<file path="config.mk">
export PLATFORM = sky130hd
export DESIGN_NAME = iad_decoder
export DESIGN_NICKNAME = d
export VERILOG_FILES = /design/src/hdl/iad_pkg.sv /design/src/hdl/iad_decoder.sv
export SDC_FILE = /design/constraint.sdc
export NUM_CORES = 1
export LEC_CHECK = 0
export BUFFER_PORTS_ARGS = -buffer_cell sky130_fd_sc_hd__buf_2
export CELL_PAD_IN_SITES_DETAIL_PLACEMENT = 1
export CELL_PAD_IN_SITES_GLOBAL_PLACEMENT = 1
export CORE_ASPECT_RATIO = 2
export CORE_MARGIN = 1.5
export CORE_UTILIZATION = 30
export CTS_CLUSTER_SIZE = 14
export DETAILED_ROUTE_END_ITERATION = 8
export HOLD_SLACK_MARGIN = 0.02
export PLACE_DENSITY = 0.57
export SETUP_SLACK_MARGIN = 0.5
export SLEW_MARGIN = 20
export SYNTH_ARGS = -nofsm -noshare
export SYNTH_HDL_FRONTEND = slang
export SYNTH_SLANG_ARGS = --single-unit
export TNS_END_PERCENT = 100
</file>
<file path="constraint.sdc">
create_clock -name sys_clk_i -period 3.62 [get_ports sys_clk_i]
set_input_delay 0.724 -clock sys_clk_i [delete_from_list [all_inputs] [get_ports sys_clk_i]]
set_output_delay 0.724 -clock sys_clk_i [all_outputs]
set_load 0.005 [all_outputs]
</file>
<file path="src/hdl/iad_pkg.sv">
// package for the i/o hub address decoder: offsets, fields, encodings
package iad_pkg;
   localparam int NUM_PORTS = 4;
   localparam logic [1:0] AXI_OKAY   = 2'h0;
   localparam logic [1:0] AXI_SLVERR = 2'h2;
   // register byte offsets
   localparam logic [7:0] REG_CTRL     = 8'h00;
   localparam logic [7:0] REG_VGA_EN   = 8'h04;
   localparam logic [7:0] REG_LOW_TOP  = 8'h08;
   localparam logic [7:0] REG_HIGH_TOP = 8'h0C;
   localparam logic [7:0] REG_NC_BASE  = 8'h10;
   localparam logic [7:0] REG_NC_LIMIT = 8'h14;
   localparam logic [7:0] REG_IN_BASE  = 8'h18;
   localparam logic [7:0] REG_IN_LIMIT = 8'h1C;
   localparam logic [7:0] REG_POP_TOP  = 8'h20;
   localparam logic [7:0] REG_AP_BASE  = 8'h24;
   localparam logic [7:0] REG_AP_LIMIT = 8'h28;
   localparam logic [7:0] REG_STATUS   = 8'h2C;
   localparam logic [7:0] REG_PBASE0   = 8'h30;
   localparam logic [7:0] REG_PLIM0    = 8'h40;
   // ctrl fields and the link source bit range of the address
   localparam int CTRL_DEBUG_BIT = 0;
   localparam int CTRL_GFX_BIT   = 1;
   localparam int SRC_LSB        = 30;
   localparam int SRC_MSB        = 35;
   // status fields
   localparam int ST_MEM_ERR = 0;
   localparam int ST_IO_ERR  = 1;
   localparam int ST_AP_ERR  = 2;
   // range registers hold address bits 35:20 (1 MB granules)
   localparam int GRAN_LSB = 20;
   localparam logic [15:0] LOW_TOP_RST  = 16'h0000;
   localparam logic [15:0] HIGH_TOP_RST = 16'h0000;
   localparam logic [15:0] PHYS_TOP_RST = 16'hFFFF;
   // fixed map
   localparam logic [63:0] BASE_DRAM_TOP = 64'h0000_0000_0009_FFFF;
   localparam logic [63:0] ONE_MB    = 64'h0000_0000_0010_0000;
   localparam logic [63:0] FOUR_GB   = 64'h0000_0001_0000_0000;
   localparam logic [63:0] EIGHT_GB  = 64'h0000_0002_0000_0000;
   localparam logic [63:0] VGA_LO    = 64'h0000_0000_000A_0000;
   localparam logic [63:0] VGA_HI    = 64'h0000_0000_000B_FFFF;
   localparam logic [63:0] PHYS_LIM  = 64'h0000_0100_0000_0000;
   localparam logic [31:0] IO_LIMIT  = 32'h0001_0000;
   // request kinds
   typedef enum logic [1:0] {
      IAD_MEM = 2'b00,
      IAD_IO  = 2'b01,
      IAD_CFG = 2'b10
   } iad_kind_t;
   // destinations
   typedef enum logic [2:0] {
      IAD_DST_NONE  = 3'b000,
      IAD_DST_DRAM  = 3'b001,
      IAD_DST_PORT  = 3'b010,
      IAD_DST_HUB   = 3'b011,
      IAD_DST_ABORT = 3'b100,
      IAD_DST_ERR   = 3'b101
   } iad_dest_t;
endpackage

</file>
<file path="src/hdl/iad_decoder.sv">
// i/o hub target address decoder with axi4-lite range registers
// Summary of operation
// [RULE1] link memory addresses are 36 bits; pcie decodes all 64
// [RULE2] inbound memory beyond the link physical top is flagged an error
// [RULE3] requester memory requests never carry address bits 63..40
// [RULE4] full 64-bit compare; positive decode only when bits 63..36 zero
// [RULE5] outbound link i/o decode uses only the low 16 address bits
// [RULE6] inbound 32-bit i/o beyond 64 KB is an error
// [RULE7] requester i/o requests never carry address bits 31..16
// [RULE8] config: 256 buses, 32 devices, 8 functions, a single segment
// [RULE9] debug mode drops link source bits from the forwarding decode
// [RULE10] legacy hub port takes everything not positively decoded
// [RULE11] no address above 8 GB reaches dram
// [RULE12] gfx mode: aperture linear writes only from hub; others unsupported
// [RULE13] low 640 KB, 1 MB to low top, 4 GB to high top are dram
// [RULE14] base/limit window inside dram is non-coherent, rest coherent
// [RULE15] inbound dram by programmable ranges; outbound dram goes subtractive
// [RULE16] vga range goes to vga-forward port, else to the hub port
// [RULE17] software sets vga-forward in at most one root port
// [RULE18] vga range always goes to the vga device, also in management mode
// [RULE19] e/f segments not decoded explicitly either direction
// [RULE20] software covers c/d segments with an inbound dram range
// [RULE21] outbound c-f checked against all targets before subtractive
// [RULE22] locked legacy sequences complete; atomicity not guaranteed
// [RULE23] inbound dram window hit without populated dram master aborts
// [RULE24] one destination per request, priority error, vga, ranges, default
// [RULE25] each address error sets a software-visible status flag
//
// Chosen here: the address map and the AXI4-Lite interface to the registers.
`timescale 1ns/1ps
module iad_decoder
   import iad_pkg::*;
(
   input  wire logic        sys_clk_i,
   input  wire logic        arst_n_i,
   input  wire logic [7:0]  s_axi_awaddr_i,
   input  wire logic        s_axi_awvalid_i,
   output logic             s_axi_awready_o,
   input  wire logic [31:0] s_axi_wdata_i,
   input  wire logic [3:0]  s_axi_wstrb_i,
   input  wire logic        s_axi_wvalid_i,
   output logic             s_axi_wready_o,
   output logic [1:0]       s_axi_bresp_o,
   output logic             s_axi_bvalid_o,
   input  wire logic        s_axi_bready_i,
   input  wire logic [7:0]  s_axi_araddr_i,
   input  wire logic        s_axi_arvalid_i,
   output logic             s_axi_arready_o,
   output logic [31:0]      s_axi_rdata_o,
   output logic [1:0]       s_axi_rresp_o,
   output logic             s_axi_rvalid_o,
   input  wire logic        s_axi_rready_i,
   input  wire logic        req_valid_i,
   input  wire logic        req_inbound_i,
   input  wire logic [1:0]  req_kind_i,
   input  wire logic        req_write_i,
   input  wire logic        req_lock_i,
   input  wire logic [2:0]  req_src_port_i,
   input  wire logic [63:0] req_addr_i,
   output logic             dec_valid_o,
   output logic [2:0]       dec_dest_o,
   output logic [2:0]       dec_port_o,
   output logic             dec_noncoh_o,
   output logic             dec_lock_o,
   output logic [63:0]      dec_addr_o,
   output logic [7:0]       cfg_bus_o,
   output logic [4:0]       cfg_dev_o,
   output logic [2:0]       cfg_func_o
);
   // hub port number used by inbound requests coming from the legacy hub
   localparam logic [2:0] HUB_SRC = 3'h7;

   logic [1:0]            ctrl;
   logic [NUM_PORTS-1:0]  vga_en;
   logic [15:0]           low_top;
   logic [15:0]           high_top;
   logic [15:0]           nc_base;
   logic [15:0]           nc_limit;
   logic [15:0]           in_base;
   logic [15:0]           in_limit;
   logic [15:0]           pop_top;
   logic [15:0]           ap_base;
   logic [15:0]           ap_limit;
   logic [2:0]            status;
   logic [15:0]           pbase [NUM_PORTS];
   logic [15:0]           plim  [NUM_PORTS];

   // axi write channel: take address and data in either order
   logic        aw_held;
   logic        w_held;
   logic [7:0]  aw_q;
   logic [31:0] w_q;
   logic [3:0]  ws_q;
   logic        wr_go;
   assign s_axi_awready_o = !aw_held && !s_axi_bvalid_o;
   assign s_axi_wready_o  = !w_held && !s_axi_bvalid_o;
   assign wr_go = aw_held && w_held && !s_axi_bvalid_o;

   always_ff @(posedge sys_clk_i or negedge arst_n_i)
   begin
      if (!arst_n_i)
      begin
         aw_held <= 1'b0;
         w_held  <= 1'b0;
         aw_q    <= 8'h00;
         w_q     <= 32'h0000_0000;
         ws_q    <= 4'h0;
      end
      else
      begin
         if (s_axi_awvalid_i && s_axi_awready_o)
         begin
            aw_held <= 1'b1;
            aw_q    <= s_axi_awaddr_i;
         end
         else if (wr_go)
            aw_held <= 1'b0;
         if (s_axi_wvalid_i && s_axi_wready_o)
         begin
            w_held <= 1'b1;
            w_q    <= s_axi_wdata_i;
            ws_q   <= s_axi_wstrb_i;
         end
         else if (wr_go)
            w_held <= 1'b0;
      end
   end

   logic        wr_hit;
   always_comb
   begin
      wr_hit = 1'b1;
      unique case (aw_q)
         REG_CTRL, REG_VGA_EN, REG_LOW_TOP, REG_HIGH_TOP, REG_NC_BASE,
         REG_NC_LIMIT, REG_IN_BASE, REG_IN_LIMIT, REG_POP_TOP,
         REG_AP_BASE, REG_AP_LIMIT, REG_STATUS: wr_hit = 1'b1;
         default: wr_hit = (aw_q >= REG_PBASE0)
                        && (aw_q < REG_PLIM0 + 8'(4 * NUM_PORTS))
                        && (aw_q[1:0] == 2'b00);
      endcase
   end

   always_ff @(posedge sys_clk_i or negedge arst_n_i)
   begin
      if (!arst_n_i)
      begin
         s_axi_bvalid_o <= 1'b0;
         s_axi_bresp_o  <= AXI_OKAY;
      end
      else if (wr_go)
      begin
         s_axi_bvalid_o <= 1'b1;
         s_axi_bresp_o  <= wr_hit ? AXI_OKAY : AXI_SLVERR;
      end
      else if (s_axi_bready_i)
         s_axi_bvalid_o <= 1'b0;
   end

   // low half-word write helper honouring byte strobes
   function automatic logic [15:0] upd16(input logic [15:0] old);
      upd16 = old;
      if (ws_q[0])
         upd16[7:0] = w_q[7:0];
      if (ws_q[1])
         upd16[15:8] = w_q[15:8];
   endfunction

   always_ff @(posedge sys_clk_i or negedge arst_n_i)
   begin
      if (!arst_n_i)
      begin
         ctrl     <= 2'h0;
         vga_en   <= '0;
         low_top  <= LOW_TOP_RST;
         high_top <= HIGH_TOP_RST;
         nc_base  <= 16'hFFFF;
         nc_limit <= 16'h0000;
         in_base  <= 16'h0000;
         in_limit <= 16'h0000;
         pop_top  <= PHYS_TOP_RST;
         ap_base  <= 16'hFFFF;
         ap_limit <= 16'h0000;
      end
      else if (wr_go && ws_q[0])
      begin
         unique case (aw_q)
            REG_CTRL:     ctrl     <= w_q[1:0];
            REG_VGA_EN:   vga_en   <= w_q[NUM_PORTS-1:0]; // RULE17
            REG_LOW_TOP:  low_top  <= upd16(low_top);
            REG_HIGH_TOP: high_top <= upd16(high_top);
            REG_NC_BASE:  nc_base  <= upd16(nc_base);
            REG_NC_LIMIT: nc_limit <= upd16(nc_limit);
            REG_IN_BASE:  in_base  <= upd16(in_base);
            REG_IN_LIMIT: in_limit <= upd16(in_limit);
            REG_POP_TOP:  pop_top  <= upd16(pop_top);
            REG_AP_BASE:  ap_base  <= upd16(ap_base);
            REG_AP_LIMIT: ap_limit <= upd16(ap_limit);
            default:      ;
         endcase
      end
   end

   genvar gp;
   generate
      for (gp = 0; gp < NUM_PORTS; gp++)
      begin : g_port
         always_ff @(posedge sys_clk_i or negedge arst_n_i)
         begin
            if (!arst_n_i)
            begin
               pbase[gp] <= 16'hFFFF;
               plim[gp]  <= 16'h0000;
            end
            else if (wr_go && ws_q[0])
            begin
               if (aw_q == REG_PBASE0 + 8'(4 * gp))
                  pbase[gp] <= upd16(pbase[gp]);
               if (aw_q == REG_PLIM0 + 8'(4 * gp))
                  plim[gp] <= upd16(plim[gp]);
            end
         end
      end
   endgenerate

   // axi read channel
   logic [31:0] rd_val;
   logic        rd_hit;
   assign s_axi_arready_o = !s_axi_rvalid_o;
   always_comb
   begin
      rd_val = 32'h0000_0000;
      rd_hit = 1'b1;
      unique case (s_axi_araddr_i)
         REG_CTRL:     rd_val = {30'h0, ctrl};
         REG_VGA_EN:   rd_val = 32'(vga_en);
         REG_LOW_TOP:  rd_val = {16'h0, low_top};
         REG_HIGH_TOP: rd_val = {16'h0, high_top};
         REG_NC_BASE:  rd_val = {16'h0, nc_base};
         REG_NC_LIMIT: rd_val = {16'h0, nc_limit};
         REG_IN_BASE:  rd_val = {16'h0, in_base};
         REG_IN_LIMIT: rd_val = {16'h0, in_limit};
         REG_POP_TOP:  rd_val = {16'h0, pop_top};
         REG_AP_BASE:  rd_val = {16'h0, ap_base};
         REG_AP_LIMIT: rd_val = {16'h0, ap_limit};
         REG_STATUS:   rd_val = {29'h0, status};
         default:
         begin
            rd_hit = 1'b0;
            for (int i = 0; i < NUM_PORTS; i++)
            begin
               if (s_axi_araddr_i == REG_PBASE0 + 8'(4 * i))
               begin
                  rd_val = {16'h0, pbase[i]};
                  rd_hit = 1'b1;
               end
               if (s_axi_araddr_i == REG_PLIM0 + 8'(4 * i))
               begin
                  rd_val = {16'h0, plim[i]};
                  rd_hit = 1'b1;
               end
            end
         end
      endcase
   end

   always_ff @(posedge sys_clk_i or negedge arst_n_i)
   begin
      if (!arst_n_i)
      begin
         s_axi_rvalid_o <= 1'b0;
         s_axi_rdata_o  <= 32'h0000_0000;
         s_axi_rresp_o  <= AXI_OKAY;
      end
      else if (s_axi_arvalid_i && s_axi_arready_o)
      begin
         s_axi_rvalid_o <= 1'b1;
         s_axi_rdata_o  <= rd_val;
         s_axi_rresp_o  <= rd_hit ? AXI_OKAY : AXI_SLVERR;
      end
      else if (s_axi_rready_i)
         s_axi_rvalid_o <= 1'b0;
   end

   // decode, single step, fixed priority
   logic [63:0] a;
   logic [63:0] low_top_a;
   logic [63:0] high_top_a;
   logic        in_mem;
   logic        hi_set;
   logic        mem_err;
   logic        io_err;
   logic        ap_err;
   logic        is_dram;
   logic        vga_hit;
   logic [2:0]  vga_port;
   logic        vga_any;
   logic        port_hit;
   logic [2:0]  hit_port;
   logic [2:0]  next_dest;
   logic [2:0]  next_port;
   logic        next_nc;

   function automatic logic [63:0] gaddr(input logic [15:0] g);
      gaddr = {28'h0, g, 20'h0};
   endfunction

   always_comb
   begin
      a = req_addr_i;
      in_mem = req_inbound_i && (req_kind_i == IAD_MEM);
      // raw address, before the link clears bits 63..36
      hi_set = (req_kind_i == IAD_MEM) && |req_addr_i[63:36]; // RULE4
      if (!req_inbound_i)
      begin
         a[63:36] = '0; // RULE1
         if (ctrl[CTRL_DEBUG_BIT])
            a[SRC_MSB:SRC_LSB] = '0; // RULE9
         if (req_kind_i == IAD_IO)
            a[63:16] = '0; // RULE5
      end
      low_top_a = gaddr(low_top);
      high_top_a = gaddr(high_top);
      mem_err = in_mem && (req_addr_i >= PHYS_LIM
                || req_addr_i >= gaddr(pop_top)); // RULE2
      io_err = req_inbound_i && (req_kind_i == IAD_IO)
               && (req_addr_i >= 64'(IO_LIMIT)); // RULE6
      ap_err = ctrl[CTRL_GFX_BIT] && in_mem
               && a >= gaddr(ap_base) && a < gaddr(ap_limit) + ONE_MB
               && !(req_write_i && req_src_port_i == HUB_SRC); // RULE12
      // c-f segments count as dram so inbound shadow reads complete
      // RULE13 RULE11 RULE19
      is_dram = (a <= BASE_DRAM_TOP || (a > VGA_HI && a < ONE_MB)
                 || (a >= ONE_MB && a < low_top_a)
                 || (a >= FOUR_GB && a < high_top_a)) && a < EIGHT_GB;
      vga_hit = (req_kind_i == IAD_MEM) && !hi_set
                && a >= VGA_LO && a <= VGA_HI;
      vga_any = |vga_en;
      vga_port = '0;
      port_hit = 1'b0;
      hit_port = '0;
      for (int i = NUM_PORTS - 1; i >= 0; i--)
      begin
         if (vga_en[i])
            vga_port = 3'(i);
         if (a >= gaddr(pbase[i]) && a < gaddr(plim[i]) + ONE_MB)
         begin
            port_hit = 1'b1; // RULE21
            hit_port = 3'(i);
         end
      end
      next_port = '0;
      next_nc = 1'b0;
      if (mem_err || io_err || ap_err)
         next_dest = IAD_DST_ERR; // RULE24
      else if (req_kind_i == IAD_CFG)
         next_dest = IAD_DST_PORT; // RULE8
      else if (hi_set)
         next_dest = IAD_DST_HUB; // RULE4
      else if (vga_hit)
      begin
         // RULE16 RULE18
         next_dest = vga_any ? IAD_DST_PORT : IAD_DST_HUB;
         next_port = vga_port;
      end
      else if (req_kind_i == IAD_MEM && req_inbound_i)
      begin
         // RULE15 RULE19 RULE20
         if (a >= gaddr(in_base) && a < gaddr(in_limit) + ONE_MB)
         begin
            next_dest = is_dram ? IAD_DST_DRAM : IAD_DST_ABORT; // RULE23
            next_nc = a >= gaddr(nc_base)
                      && a < gaddr(nc_limit) + ONE_MB; // RULE14
         end
         else if (port_hit)
         begin
            next_dest = IAD_DST_PORT;
            next_port = hit_port;
         end
         else
            next_dest = IAD_DST_HUB; // RULE10
      end
      else if (port_hit && req_kind_i == IAD_MEM)
      begin
         next_dest = IAD_DST_PORT;
         next_port = hit_port;
      end
      else
         next_dest = IAD_DST_HUB; // RULE10 RULE15 RULE19
   end

   always_ff @(posedge sys_clk_i or negedge arst_n_i)
   begin
      if (!arst_n_i)
      begin
         dec_valid_o  <= 1'b0;
         dec_dest_o   <= IAD_DST_NONE;
         dec_port_o   <= '0;
         dec_noncoh_o <= 1'b0;
         dec_lock_o   <= 1'b0;
         dec_addr_o   <= '0;
         cfg_bus_o    <= '0;
         cfg_dev_o    <= '0;
         cfg_func_o   <= '0;
      end
      else
      begin
         dec_valid_o  <= req_valid_i;
         dec_dest_o   <= req_valid_i ? next_dest : IAD_DST_NONE;
         dec_port_o   <= next_port;
         dec_noncoh_o <= next_nc;
         dec_lock_o   <= req_lock_i; // RULE22
         dec_addr_o   <= a;
         if (req_kind_i == IAD_MEM)
            dec_addr_o[63:40] <= '0; // RULE3
         if (req_kind_i == IAD_IO)
            dec_addr_o[31:16] <= '0; // RULE7
         cfg_bus_o  <= a[27:20]; // RULE8
         cfg_dev_o  <= a[19:15];
         cfg_func_o <= a[14:12];
      end
   end

   // sticky error flags, hardware set beats software clear
   logic [2:0] st_set;
   logic [2:0] st_clr;
   assign st_set = req_valid_i ? {ap_err, io_err, mem_err} : 3'h0;
   assign st_clr = (wr_go && aw_q == REG_STATUS && ws_q[0]) ? w_q[2:0]
                   : 3'h0;
   always_ff @(posedge sys_clk_i or negedge arst_n_i)
   begin
      if (!arst_n_i)
         status <= 3'h0;
      else
         status <= (status & ~st_clr) | st_set; // RULE25
   end

   mem_err_a: assert property (@(posedge sys_clk_i) disable iff (!arst_n_i)
      req_valid_i && mem_err |=> dec_dest_o == IAD_DST_ERR
      && status[ST_MEM_ERR]) else $error("memory error not flagged"); // RULE2
   io_err_a: assert property (@(posedge sys_clk_i) disable iff (!arst_n_i)
      req_valid_i && io_err |=> status[ST_IO_ERR])
      else $error("io error not flagged"); // RULE6
   hi_bits_a: assert property (@(posedge sys_clk_i) disable iff (!arst_n_i)
      dec_valid_o && dec_dest_o == IAD_DST_DRAM |-> dec_addr_o < EIGHT_GB)
      else $error("dram beyond 8 GB"); // RULE11
   mem_top_a: assert property (@(posedge sys_clk_i) disable iff (!arst_n_i)
      $past(req_kind_i) == IAD_MEM |-> dec_addr_o[63:40] == 24'h0)
      else $error("memory bits 63..40 set"); // RULE3
   io_top_a: assert property (@(posedge sys_clk_i) disable iff (!arst_n_i)
      $past(req_kind_i) == IAD_IO |-> dec_addr_o[31:16] == 16'h0)
      else $error("io bits 31..16 set"); // RULE7
   vga_fwd_a: assert property (@(posedge sys_clk_i) disable iff (!arst_n_i)
      req_valid_i && vga_hit && !mem_err && !io_err && !ap_err
      && vga_any |=> dec_dest_o == IAD_DST_PORT)
      else $error("vga not forwarded"); // RULE16
   sub_dec_a: assert property (@(posedge sys_clk_i) disable iff (!arst_n_i)
      req_valid_i && !req_inbound_i && req_kind_i == IAD_MEM && !vga_hit
      && !port_hit |=> dec_dest_o == IAD_DST_HUB)
      else $error("unmatched not subtractive"); // RULE10
   sticky_a: assert property (@(posedge sys_clk_i) disable iff (!arst_n_i)
      status[ST_MEM_ERR] && !st_clr[ST_MEM_ERR] |=> status[ST_MEM_ERR])
      else $error("status flag lost"); // RULE25
   hi_addr_a: assert property (@(posedge sys_clk_i) disable iff (!arst_n_i)
      req_valid_i && !req_inbound_i && |req_addr_i[63:36]
      |=> dec_addr_o[63:36] == 28'h0) else $error("link bits kept"); // RULE1
endmodule

</file>
# After elaboration in Yosys (flattened, before gate mapping)
# Cells that the tools add are included.
[classes] add_sub_neg=7 magnitude_cmp=29 n_eq_ne=41 muxes=72 n_bitwise=3 n_reduce_logical=96
[ops] op="64-bit by 36-bit >= comparator with 1-bit output" n=8
[ops] op="64-bit by 37-bit < comparator with 1-bit output" n=7
[ops] op="32-bit case mux with 12 select lines" n=1
[ops] op="36-bit by 21-bit adder with 37-bit output (second input constant)" n=7
[ops] op="32-bit two-way mux" n=7
[ops] op="8-bit by 6-bit == test with 1-bit output (second input constant)" n=16
[ops] op="64-bit by 20-bit <= comparator with 1-bit output (second input constant)" n=2
[ops] op="64-bit by 36-bit < comparator with 1-bit output" n=2
[ops] op="3-bit AND reduction" n=34
[ops] op="3-bit two-way mux" n=24
[ops] op="8-bit by 5-bit == test with 1-bit output (second input constant)" n=8
[ops] op="8-bit by 7-bit == test with 1-bit output (second input constant)" n=8
[ops] op="64-bit by 17-bit >= comparator with 1-bit output (second input constant)" n=1
[ops] op="64-bit by 20-bit >= comparator with 1-bit output (second input constant)" n=1
[ops] op="64-bit by 21-bit >= comparator with 1-bit output (second input constant)" n=1
[ops] op="64-bit by 33-bit >= comparator with 1-bit output (second input constant)" n=1
[ops] op="64-bit by 41-bit >= comparator with 1-bit output (second input constant)" n=1
[ops] op="64-bit by 20-bit > comparator with 1-bit output (second input constant)" n=1
[ops] op="64-bit by 21-bit < comparator with 1-bit output (second input constant)" n=1
[ops] op="64-bit by 34-bit < comparator with 1-bit output (second input constant)" n=1
[ops] op="48-bit two-way mux" n=1
[ops] op="1-bit logical AND" n=36
[ops] op="8-bit by 4-bit == test with 1-bit output (second input constant)" n=4
[ops] op="16-bit two-way mux" n=2
[ops] op="other kinds (23)" n=73
[word_totals] reg_bits=436 input_bits=132 output_inout_bits=130 elab_cells=304

# Longest topological paths before layout
# Gate-level depths: netlist (run 1).
[depth] ltp_word=17 mapped_depth=15 ltp_nobuf=15

# Worst setup path after synthesis (run 1)
# Ideal clock, no wire load.
[synth_timing] path_kind="input to register" start="in req_kind_i[1]" end="reg dec_port_o[0]" setup_time_ps=77 t_arrival_ps=3847 required_time_ps=3543 slack_ps=-305 stages=14 path_buffers=3 cell_sequence="buf_2 or3b_1 buf_2 clkbuf_1 and2_1 ha_1 a211oi_1 o211ai_1 a221o_1 o211ai_1 o311a_1 a22oi_1 or4b_1 a21oi_1"
[synth_between] elab_chain_len=16 elab_cells_between_ends=56 classes_between="14 x order compare; 2 x eq/ne; 18 x mux; 22 x reduce/logical"
[synth_lines] item="start, declared" line="iad_decoder.sv:55" rtl="input wire logic [1:0] req_kind_i,"
[synth_lines] item="2-bit by 1-bit == test with 1-bit output *" line="iad_decoder.sv:318" rtl="if (req_kind_i == IAD_IO)"
[synth_lines] item="20-bit two-way mux *" line="iad_decoder.sv:318"
[synth_lines] item="48-bit two-way mux *" line="iad_decoder.sv:313" rtl="if (!req_inbound_i)"
[synth_lines] item="via a[23]" line="iad_decoder.sv:285" rtl="logic [63:0] a;"
[synth_lines] item="64-bit by 36-bit >= comparator with 1-bit output / 64-bit by 37-bit < comparator with 1-bit output (equally long branches)" line="iad_decoder.sv:345" rtl="if (a >= gaddr(pbase[i]) && a < gaddr(plim[i]) + ONE_MB)"
[synth_lines] item="1-bit logical AND" line="iad_decoder.sv:345"
[synth_lines] item="2-bit two-way mux / 1-bit two-way mux (equally long branches)" line="iad_decoder.sv:345"
[synth_lines] item="3-bit two-way mux / 1-bit two-way mux (equally long branches) (3 in a row)" line="iad_decoder.sv:345"
[synth_lines] item="3-bit two-way mux / 1-bit logical AND (equally long branches)" line="iad_decoder.sv:374, iad_decoder.sv:382"
[synth_lines] item="3-bit two-way mux (on tied branches)" line="iad_decoder.sv:368, iad_decoder.sv:382"
[synth_lines] item="3-bit two-way mux" line="iad_decoder.sv:365" rtl="else if (req_kind_i == IAD_MEM && req_inbound_i)"
[synth_lines] item="3-bit two-way mux" line="iad_decoder.sv:359" rtl="else if (vga_hit)"
[synth_lines] item="3-bit two-way mux" line="iad_decoder.sv:357" rtl="else if (hi_set)"
[synth_lines] item="3-bit two-way mux" line="iad_decoder.sv:355" rtl="else if (req_kind_i == IAD_CFG)"
[synth_lines] item="3-bit two-way mux *" line="iad_decoder.sv:353" rtl="if (mem_err || io_err || ap_err)"
[synth_lines] item="via next_port[0]" line="iad_decoder.sv:300" rtl="logic [2:0] next_port;"
[synth_lines] item="end signal, assigned" line="iad_decoder.sv:409" rtl="dec_port_o <= next_port;"
[synth_lines] item="end, declared" line="iad_decoder.sv:62" rtl="output logic [2:0] dec_port_o,"
# Mark *: on every way through the listed nets, which the timed path passes. The rest lies on a longest branch.
# A chain may end at the register's enable or synchronous reset.

# Worst setup path after layout (run 1)
[layout_timing] start="reg plim[3] (netlist bit)" end="reg dec_port_o[0]"
[layout_between] elab_chain_len=14 elab_cells_between_ends=20 classes_between="1 x add/sub; 1 x order compare; 16 x mux; 2 x reduce/logical"
[layout_lines] item="start, declared" line="iad_decoder.sv:86" rtl="logic [15:0] plim [NUM_PORTS];"
[layout_lines] item="start signal, assigned by index" line="iad_decoder.sv:219" rtl="plim[gp] <= upd16(plim[gp]);"
[layout_lines] item="36-bit by 21-bit adder with 37-bit output *" line="iad_decoder.sv:345"
[layout_lines] item="64-bit by 37-bit < comparator with 1-bit output *" line="iad_decoder.sv:345"
[layout_lines] item="1-bit logical AND *" line="iad_decoder.sv:345"
[layout_lines] item="2-bit two-way mux / 1-bit two-way mux (equally long branches)" line="iad_decoder.sv:345"
[layout_lines] item="3-bit two-way mux / 1-bit two-way mux (equally long branches) (3 in a row)" line="iad_decoder.sv:345"
[layout_lines] item="3-bit two-way mux / 1-bit logical AND (equally long branches)" line="iad_decoder.sv:374, iad_decoder.sv:382"
[layout_lines] item="3-bit two-way mux (on tied branches)" line="iad_decoder.sv:368, iad_decoder.sv:382"
[layout_lines] item="3-bit two-way mux *" line="iad_decoder.sv:365"
[layout_lines] item="3-bit two-way mux *" line="iad_decoder.sv:359"
[layout_lines] item="3-bit two-way mux *" line="iad_decoder.sv:357"
[layout_lines] item="3-bit two-way mux *" line="iad_decoder.sv:355"
[layout_lines] item="3-bit two-way mux *" line="iad_decoder.sv:353"
[layout_lines] item="via next_port[0]" line="iad_decoder.sv:300"
# Marked as above.

==> results of run 1 <==
layout by cell type (no fill, tap or decap), types with 25 or more instances in the layout:
cell type	instances
buf_12	26
o21ai_0	80
and3_1	59
dfrtp_1	298
xnor2_1	31
clkbuf_16	42
nand4_1	54
inv_1	184
nor2_1	77
a221oi_1	25
buf_4	332
nand3_1	96
xor2_1	63
ha_1	262
nand2_1	166
dfstp_2	112
a22oi_1	28
mux2_2	265
a21oi_1	87
a21o_1	52
a22o_1	26
buf_2	221
nor2b_1	32
per-layer routing:
metal / wire [um] / vias up / GRT usage (%)
li1: - / 10100 / -
met1: 39000 / 11600 / 25.2
met2: 65100 / 769 / 52.9
met3: 4790 / 382 / 3.62
met4: 13100 / 2 / 25.1
met5: 7 / - / 0
worst reg2reg max path, delay by kind of cell (launching register included):
kind,cells,cell delay (ns)
xor+xnor,1,0.14
buf+inv,2,0.31
flops,1,0.37
compound gates,6,1.11
simple gates,6,1.35
fa+ha+maj,1,0.23
per-stage QoR:
step	std cells	setup TNS, ns
floorplan	2495	0
global placement	4033	-4.25
detailed placement	4033	-4.50
CTS	4130	0
global route	4141	-0.143
finish	4141	0
how the worst max path moves through the flow:
stage	end	slack (ns)	cells after the start
after CTS	dec_port_o[0]$_DFF_PN0_	0.004	16
after global placement	dec_port_o[0]$_DFF_PN0_	-0.81	14
final	dec_port_o[0]$_DFF_PN0_	0.03	16
after floorplan	dec_port_o[0]$_DFF_PN0_	0.04	14
after global routing	dec_port_o[0]$_DFF_PN0_	-0.08	16
after detailed placement	dec_port_o[0]$_DFF_PN0_	-0.79	14
final cells by class:
type | instances | area (um^2)
Clock inverter | 24 | 314
Inverter | 185 | 694
Fill cell | 9574 | 52200
Clock buffer | 54 | 1160
Timing Repair Buffer | 601 | 4370
Tap cell | 1078 | 1350
Sequential cell | 413 | 10500
Multi-Input combinational cell | 1786 | 15000
flip-flops by register name, indices dropped and copies added, names as in the netlist, 4 cells and up:
| signal | flops |
|---|---|
| plim | 64 |
| dec_addr_o | 61 |
| low_top | 16 |
| vga_en | 4 |
| high_top | 16 |
| nc_limit | 16 |
| aw_q | 8 |
| pop_top | 16 |
| w_q | 16 |
| nc_base | 16 |
| in_base | 16 |
| pbase | 64 |
| ap_base | 16 |
| cfg_dev_o | 5 |
| cfg_bus_o | 8 |
| s_axi_rdata_o | 16 |
| ap_limit | 16 |
| in_limit | 16 |
power by group through the flow:
| stage | registers, mW | logic (mW) | clock network (mW) |
|---|---|---|---|
| floorplan | 5.65 | 2.01 | 0 |
| global placement | 6.38 | 3.43 | 0 |
| detailed placement | 6.42 | 3.57 | 0 |
| CTS | 6.34 | 3.67 | 4.95 |
| global route | 6.44 | 4.01 | 5.09 |
| finish | 6.36 | 3.71 | 4.83 |
what timing repair did:
item	in CTS	in global routing
gates resized for setup	83	55
gates cloned	0	1
endpoints found under the hold margin	0	0
endpoints found under the setup margin	24	23
hold buffers	0	0
setup buffers	19	10
pin swaps	36	46
cells by family after synthesis:
kind of cell	Yosys count
other cells	1
fa+ha+maj	277
mux	266
xor+xnor	98
buf+inv	296
simple gates	646
compound gates	480
flops	413
==> results.ini, run 1 <==
[synth]
synth_cell_type_count = 87
synth_top_area_share_pct = 29.2
synth_flop_cell = dfrtp_1
synth_top_family_by_area = adder cells
yosysTopAreaCell = dfrtp_1
netlist_instances = 2477
synthAdderAreaFrac_pct = 13.4
post_synth_mux_area_share_pct = 11.6
syn_avg_cell_area_um2 = 10.4
syn_area_um2 = 25800
ys_seq_elements = 413
synth_edf_count = 0
synth_commonest_cells = dfrtp_1, ha_1, mux2_2
synthSimpleGateAreaFrac_pct = 13.3
synth_compound_area_share_pct = 13.0
ys_warn_count = 0
synth_area_leaders = dfrtp_1, ha_1, mux2_2, dfstp_2, inv_1
async_flop_share_pct = 100
yosysMostFrequentCell = dfrtp_1
synth_xor_area_share_pct = 3.33
yosysSeqAreaShare_pct = 40.6

[pwr]
p_leak_nw = 15.0
cellPowerDensity_nw_per_um2 = 447
ir_drop_mv = 0.433
power.internal_mw = 9.56
seqPwrFrac_pct = 42.7
power_mw = 14.9
switching_share_pct = 35.8
p_comb_share_pct = 24.9
p_switching_mw = 5.34
clock_power_share_pct = 32.4

[setup_path]
r2r_slack_ns = 0.03
cp_cell_sequence = and3_4 -> and3_1 -> and4_4 -> buf_4 -> nand2_1 -> xor2_1 -> buf_4 -> ha_4 -> nand4_1 -> a211oi_1 -> a221o_1 -> o211ai_1 -> o311a_1 -> a22oi_2 -> or4b_4 -> a21oi_2
critPathSlowestCell = or4b_4
r2r-end = dec_port_o[0]$_DFF_PN0_
worst-path-buf-inv = 2
startpoint = plim[3]$_DFFE_PN0P_
reg2reg_depth = 16
cp.arrival_ns = 4.11
end_kind = register
cpMostUsedCell = buf_4
cp_top_family = simple AND/OR/NAND/NOR gates
cp_max_fo = 4
worstSetupPathType = register to register
slowest_delay_ns = 0.50
critPathRequiredTime_ns = 4.15
crit_path_start_kind = register
reg2reg_from = plim[3]$_DFFE_PN0P_

[global_route]
grt_pass1_wl_mm = 175
grt-ovfl-total = 0
grt_max_degree = 79
first_global_vias = 25700
grt_usage_pct = 27.8
grt_antenna_before_repair = 2

[final_layout]
antenna_cells = 0
fin_util_pct = 38.9
area_growth_pct = 29.2
design_area_um2 = 33300
drive_gt1_share_pct = 39.2
nNetsFinal = 3438

[placed_design]
io_buffers = 224
gp_congestion = 0.961
dpl_cell_area_um2 = 31000
dpl.hpwl_mm = 96.6
place_ws_ns = -0.785

[drt]
first_pass_iters = 6
drtIter0Drc = 1356
wl_per_cell_um = 29.4
routed_via_density = 5.53
ant_nets = 0
via_count = 22900
drc = 0
routed_wl_mm = 122

[sta]
timing.final.crit_share_pct = 99.0
final-max-slew-violation-count = 0
skew_ns = 0.0367
grt_setup_unrepaired = true
finalWorstSetupSlack_ns = 0.0345
max_freq_mhz = 279
fin_hold_ws_ns = 0.126
setup_viol = 0
finalHoldViolCount = 0
tightestPinTransition_ns = 1.19
fin_crit_ns = 3.59
slew_headroom_pct = 21.0

[floorplanning]
num_rows = 152
die_h_um = 418
io_pins = 262
start_util_pct = 30.1
fp.dieW_um = 210
die-area_um2 = 87900
coreArea_um2 = 85600

[clocking]
clk_pin_slew_worst_paths_ns = 0.07
cts_sinks = 413
cts_tree = done
cts.path.max_buffers = 3
numCtsBuffers = 42
clock_latency_ns = 0.61
htree_levels = 2
root_buffer = clkbuf_16

[run]
cap_violations = 0

[min_path]
hold_class = input port to async pin

[status]
status = completed

Power figures use the tool's default switching activity.
==> run 2: changes to the inputs <==
--- a/config.mk
+++ b/config.mk
@@ -5,16 +5,16 @@
 export SDC_FILE = /design/constraint.sdc
 export NUM_CORES = 1
 export LEC_CHECK = 0
-export BUFFER_PORTS_ARGS = -buffer_cell sky130_fd_sc_hd__buf_2
 export CELL_PAD_IN_SITES_DETAIL_PLACEMENT = 1
 export CELL_PAD_IN_SITES_GLOBAL_PLACEMENT = 1
 export CORE_ASPECT_RATIO = 2
 export CORE_MARGIN = 1.5
-export CORE_UTILIZATION = 30
+export CORE_UTILIZATION = 25
 export CTS_CLUSTER_SIZE = 14
 export DETAILED_ROUTE_END_ITERATION = 8
+export DONT_BUFFER_PORTS = 1
 export HOLD_SLACK_MARGIN = 0.02
-export PLACE_DENSITY = 0.57
+export PLACE_DENSITY = 0.47
 export SETUP_SLACK_MARGIN = 0.5
 export SLEW_MARGIN = 20
 export SYNTH_ARGS = -nofsm -noshare
==> results.ini, run 2 (synthesis gave the netlist of run 1 again) <==
[setup_path]
critPathRequiredTime_ns = 4.18
cpMostUsedCell = a21o_1
cp_max_fo = 4
cp.arrival_ns = 4.17
crit_path_start_kind = register
slowest_delay_ns = 0.50
critPathSlowestCell = or4b_4
cp_cell_sequence = and3_4 -> and3_4 -> and4_4 -> buf_12 -> nand2_4 -> xor2_1 -> ha_1 -> a21o_1 -> a21o_1 -> a21o_1 -> a211oi_2 -> buf_4 -> o311a_1 -> a22oi_2 -> or4b_4 -> a21oi_2
end_kind = register
worstSetupPathType = register to register

[clocking]
root_buffer = clkbuf_16
htree_levels = 2
cts_sinks = 413
clk_pin_slew_worst_paths_ns = 0.07
clock_latency_ns = 0.65
numCtsBuffers = 44
cts.path.max_buffers = 3
cts_tree = done

[final_layout]
final_common_cell = buf_4
n_fill_cell = 11400
nNetsFinal = 3197
final_cell_mix = buf_4, dfrtp_1, ha_1, mux2_2, inv_1
drive_gt1_share_pct = 33.5
area_growth_pct = 24.6
largest_registers = pbase x64, plim x64, dec_addr_o x61

[sta]
fin_hold_ws_ns = -0.185
final-max-slew-violation-count = 0
skew_ns = 0.0309
tightestPinTransition_ns = 1.42
finalWorstSetupSlack_ns = 0.0169
setup_viol = 0
timing.final.crit_share_pct = 99.5
max_freq_mhz = 278
slew_headroom_pct = 5.04
grt_setup_unrepaired = true
finalHoldViolCount = 156
fin_crit_ns = 3.60

[floorplanning]
io_pins = 262
coreArea_um2 = 102000
start_util_pct = 25.2
die_h_um = 457
num_rows = 166
die-area_um2 = 105000
fp.dieW_um = 230

[drt]
routed_wl_mm = 125
first_pass_iters = 5
ant_nets = 0
drc = 0
drtIter0Drc = 1091
via_count = 21900
routed_via_density = 5.26
wl_per_cell_um = 30.1

[global_route]
grt_pass1_wl_mm = 177
grt-ovfl-total = 0
grt_usage_pct = 23.6
grt_max_degree = 414
grt_antenna_before_repair = 4
first_global_vias = 24600

[min_path]
hold_class = input port to async pin

[pwr]
p_switching_mw = 5.27
p_comb_share_pct = 21.7
cellPowerDensity_nw_per_um2 = 462
clock_power_share_pct = 34.3
seqPwrFrac_pct = 44.0
p_leak_nw = 14.0
switching_share_pct = 35.5
ir_drop_mv = 0.346
power.internal_mw = 9.57

[placed_design]
io_buffers = 0
place_ws_ns = -0.812
gp_congestion = 0.928
dpl.hpwl_mm = 99.1

[run]
cap_violations = 0

[status]
status = finished, violations left
violations = negative hold slack

-- run 2: cell types whose count changed in the layout (fill, tap and decap cells not counted), moves of 5 or more --
cell / previous run / this run
nand3_1: 96 / 103
nand3_2: 7 / 2
buf_2: 221 / 0
buf_12: 26 / 14
buf_6: 19 / 8
-- run 2: area by class of cell --
class	instances	area, um^2	share of cell area [%]
repair buffers	358	2890	9.00
diodes	2	5.00	0.0156
clock inverters	24	333	1.04
clock buffers	56	1210	3.75
well taps	1344	1680	5.23
inverters	185	694	2.16
multi-input cells	1786	14800	46.2
flip-flops and latches	413	10500	32.6
-- run 2: routing by layer --
| layer | share of wire, % | global-route usage (%) |
|---|---|---|
| met3 | 3.9 | 3.32 |
| met1 | 31 | 20.8 |
| met4 | 10 | 20.4 |
| met5 | 0.0088 | 0 |
| met2 | 55 | 46.0 |
-- run 2: timing repair --
action / 4_1_cts / 5_1_grt
gates cloned: 0 / 0
buffers inserted: 10 / 6
resized for setup: 72 / 25
pin swaps: 30 / 24
hold endpoints to repair: 302 / 305
setup endpoints to repair: 15 / 8
-- run 2: final timing paths --
kind	from	end	slack, ns	cells after the start
hold reg to reg	nc_base[0]$_DFFE_PN1P_	nc_base[0]$_DFFE_PN1P_	0.49	2
min in group sys_clk_i	req_lock_i	dec_lock_o$_DFF_PN0_	0.11	0
setup / recovery	plim[4]$_DFFE_PN0P_	dec_port_o[0]$_DFF_PN0_	0.02	16
max in group asynchronous	arst_n_i	s_axi_rdata_o[12]$_DFFE_PN0P_	2.69	0
setup reg to reg	plim[4]$_DFFE_PN0P_	dec_port_o[0]$_DFF_PN0_	0.02	16
hold / removal	arst_n_i	low_top[0]$_DFFE_PN0P_	-0.18	0
-- run 2: critical path: cells and delay by family (launching register included) --
| kind | cells | cell delay (ns) |
|---|---|---|
| flip-flops | 1 | 0.36 |
| buffers and inverters | 2 | 0.31 |
| adder cells (fa/ha/maj) | 1 | 0.31 |
| XOR/XNOR | 1 | 0.15 |
| AO/OA/AOI/OAI | 7 | 1.21 |
| AND/OR/NAND/NOR | 5 | 1.19 |
-- run 2: per-stage QoR --
| stage | instances | TNS [ns] | util [%] | area, um^2 | power [mW] |
|---|---|---|---|---|---|
| 2_1_floorplan | 2495 | 0 | - | 26100 | 7.66 |
| 3_3_place_gp | 4070 | -4.02 | 29.3 | 30000 | 9.61 |
| 3_5_place_dp | 4070 | -4.26 | 29.3 | 30000 | 9.76 |
| 4_1_cts | 4160 | -0.000128 | 31.2 | 31900 | 15.0 |
| 5_1_grt | 4167 | -0.112 | 31.4 | 32100 | 15.5 |
| 6_report | 4168 | 0 | 31.4 | 32100 | 14.8 |
-- run 2: power by group through the flow --
stage	combinational [mW]	sequential (mW)	clock, mW
after floorplan	2.01	5.65	0
after global placement	3.02	6.59	0
after detailed placement	3.14	6.62	0
after CTS	3.21	6.55	5.25
after global routing	3.49	6.62	5.35
final	3.22	6.53	5.09
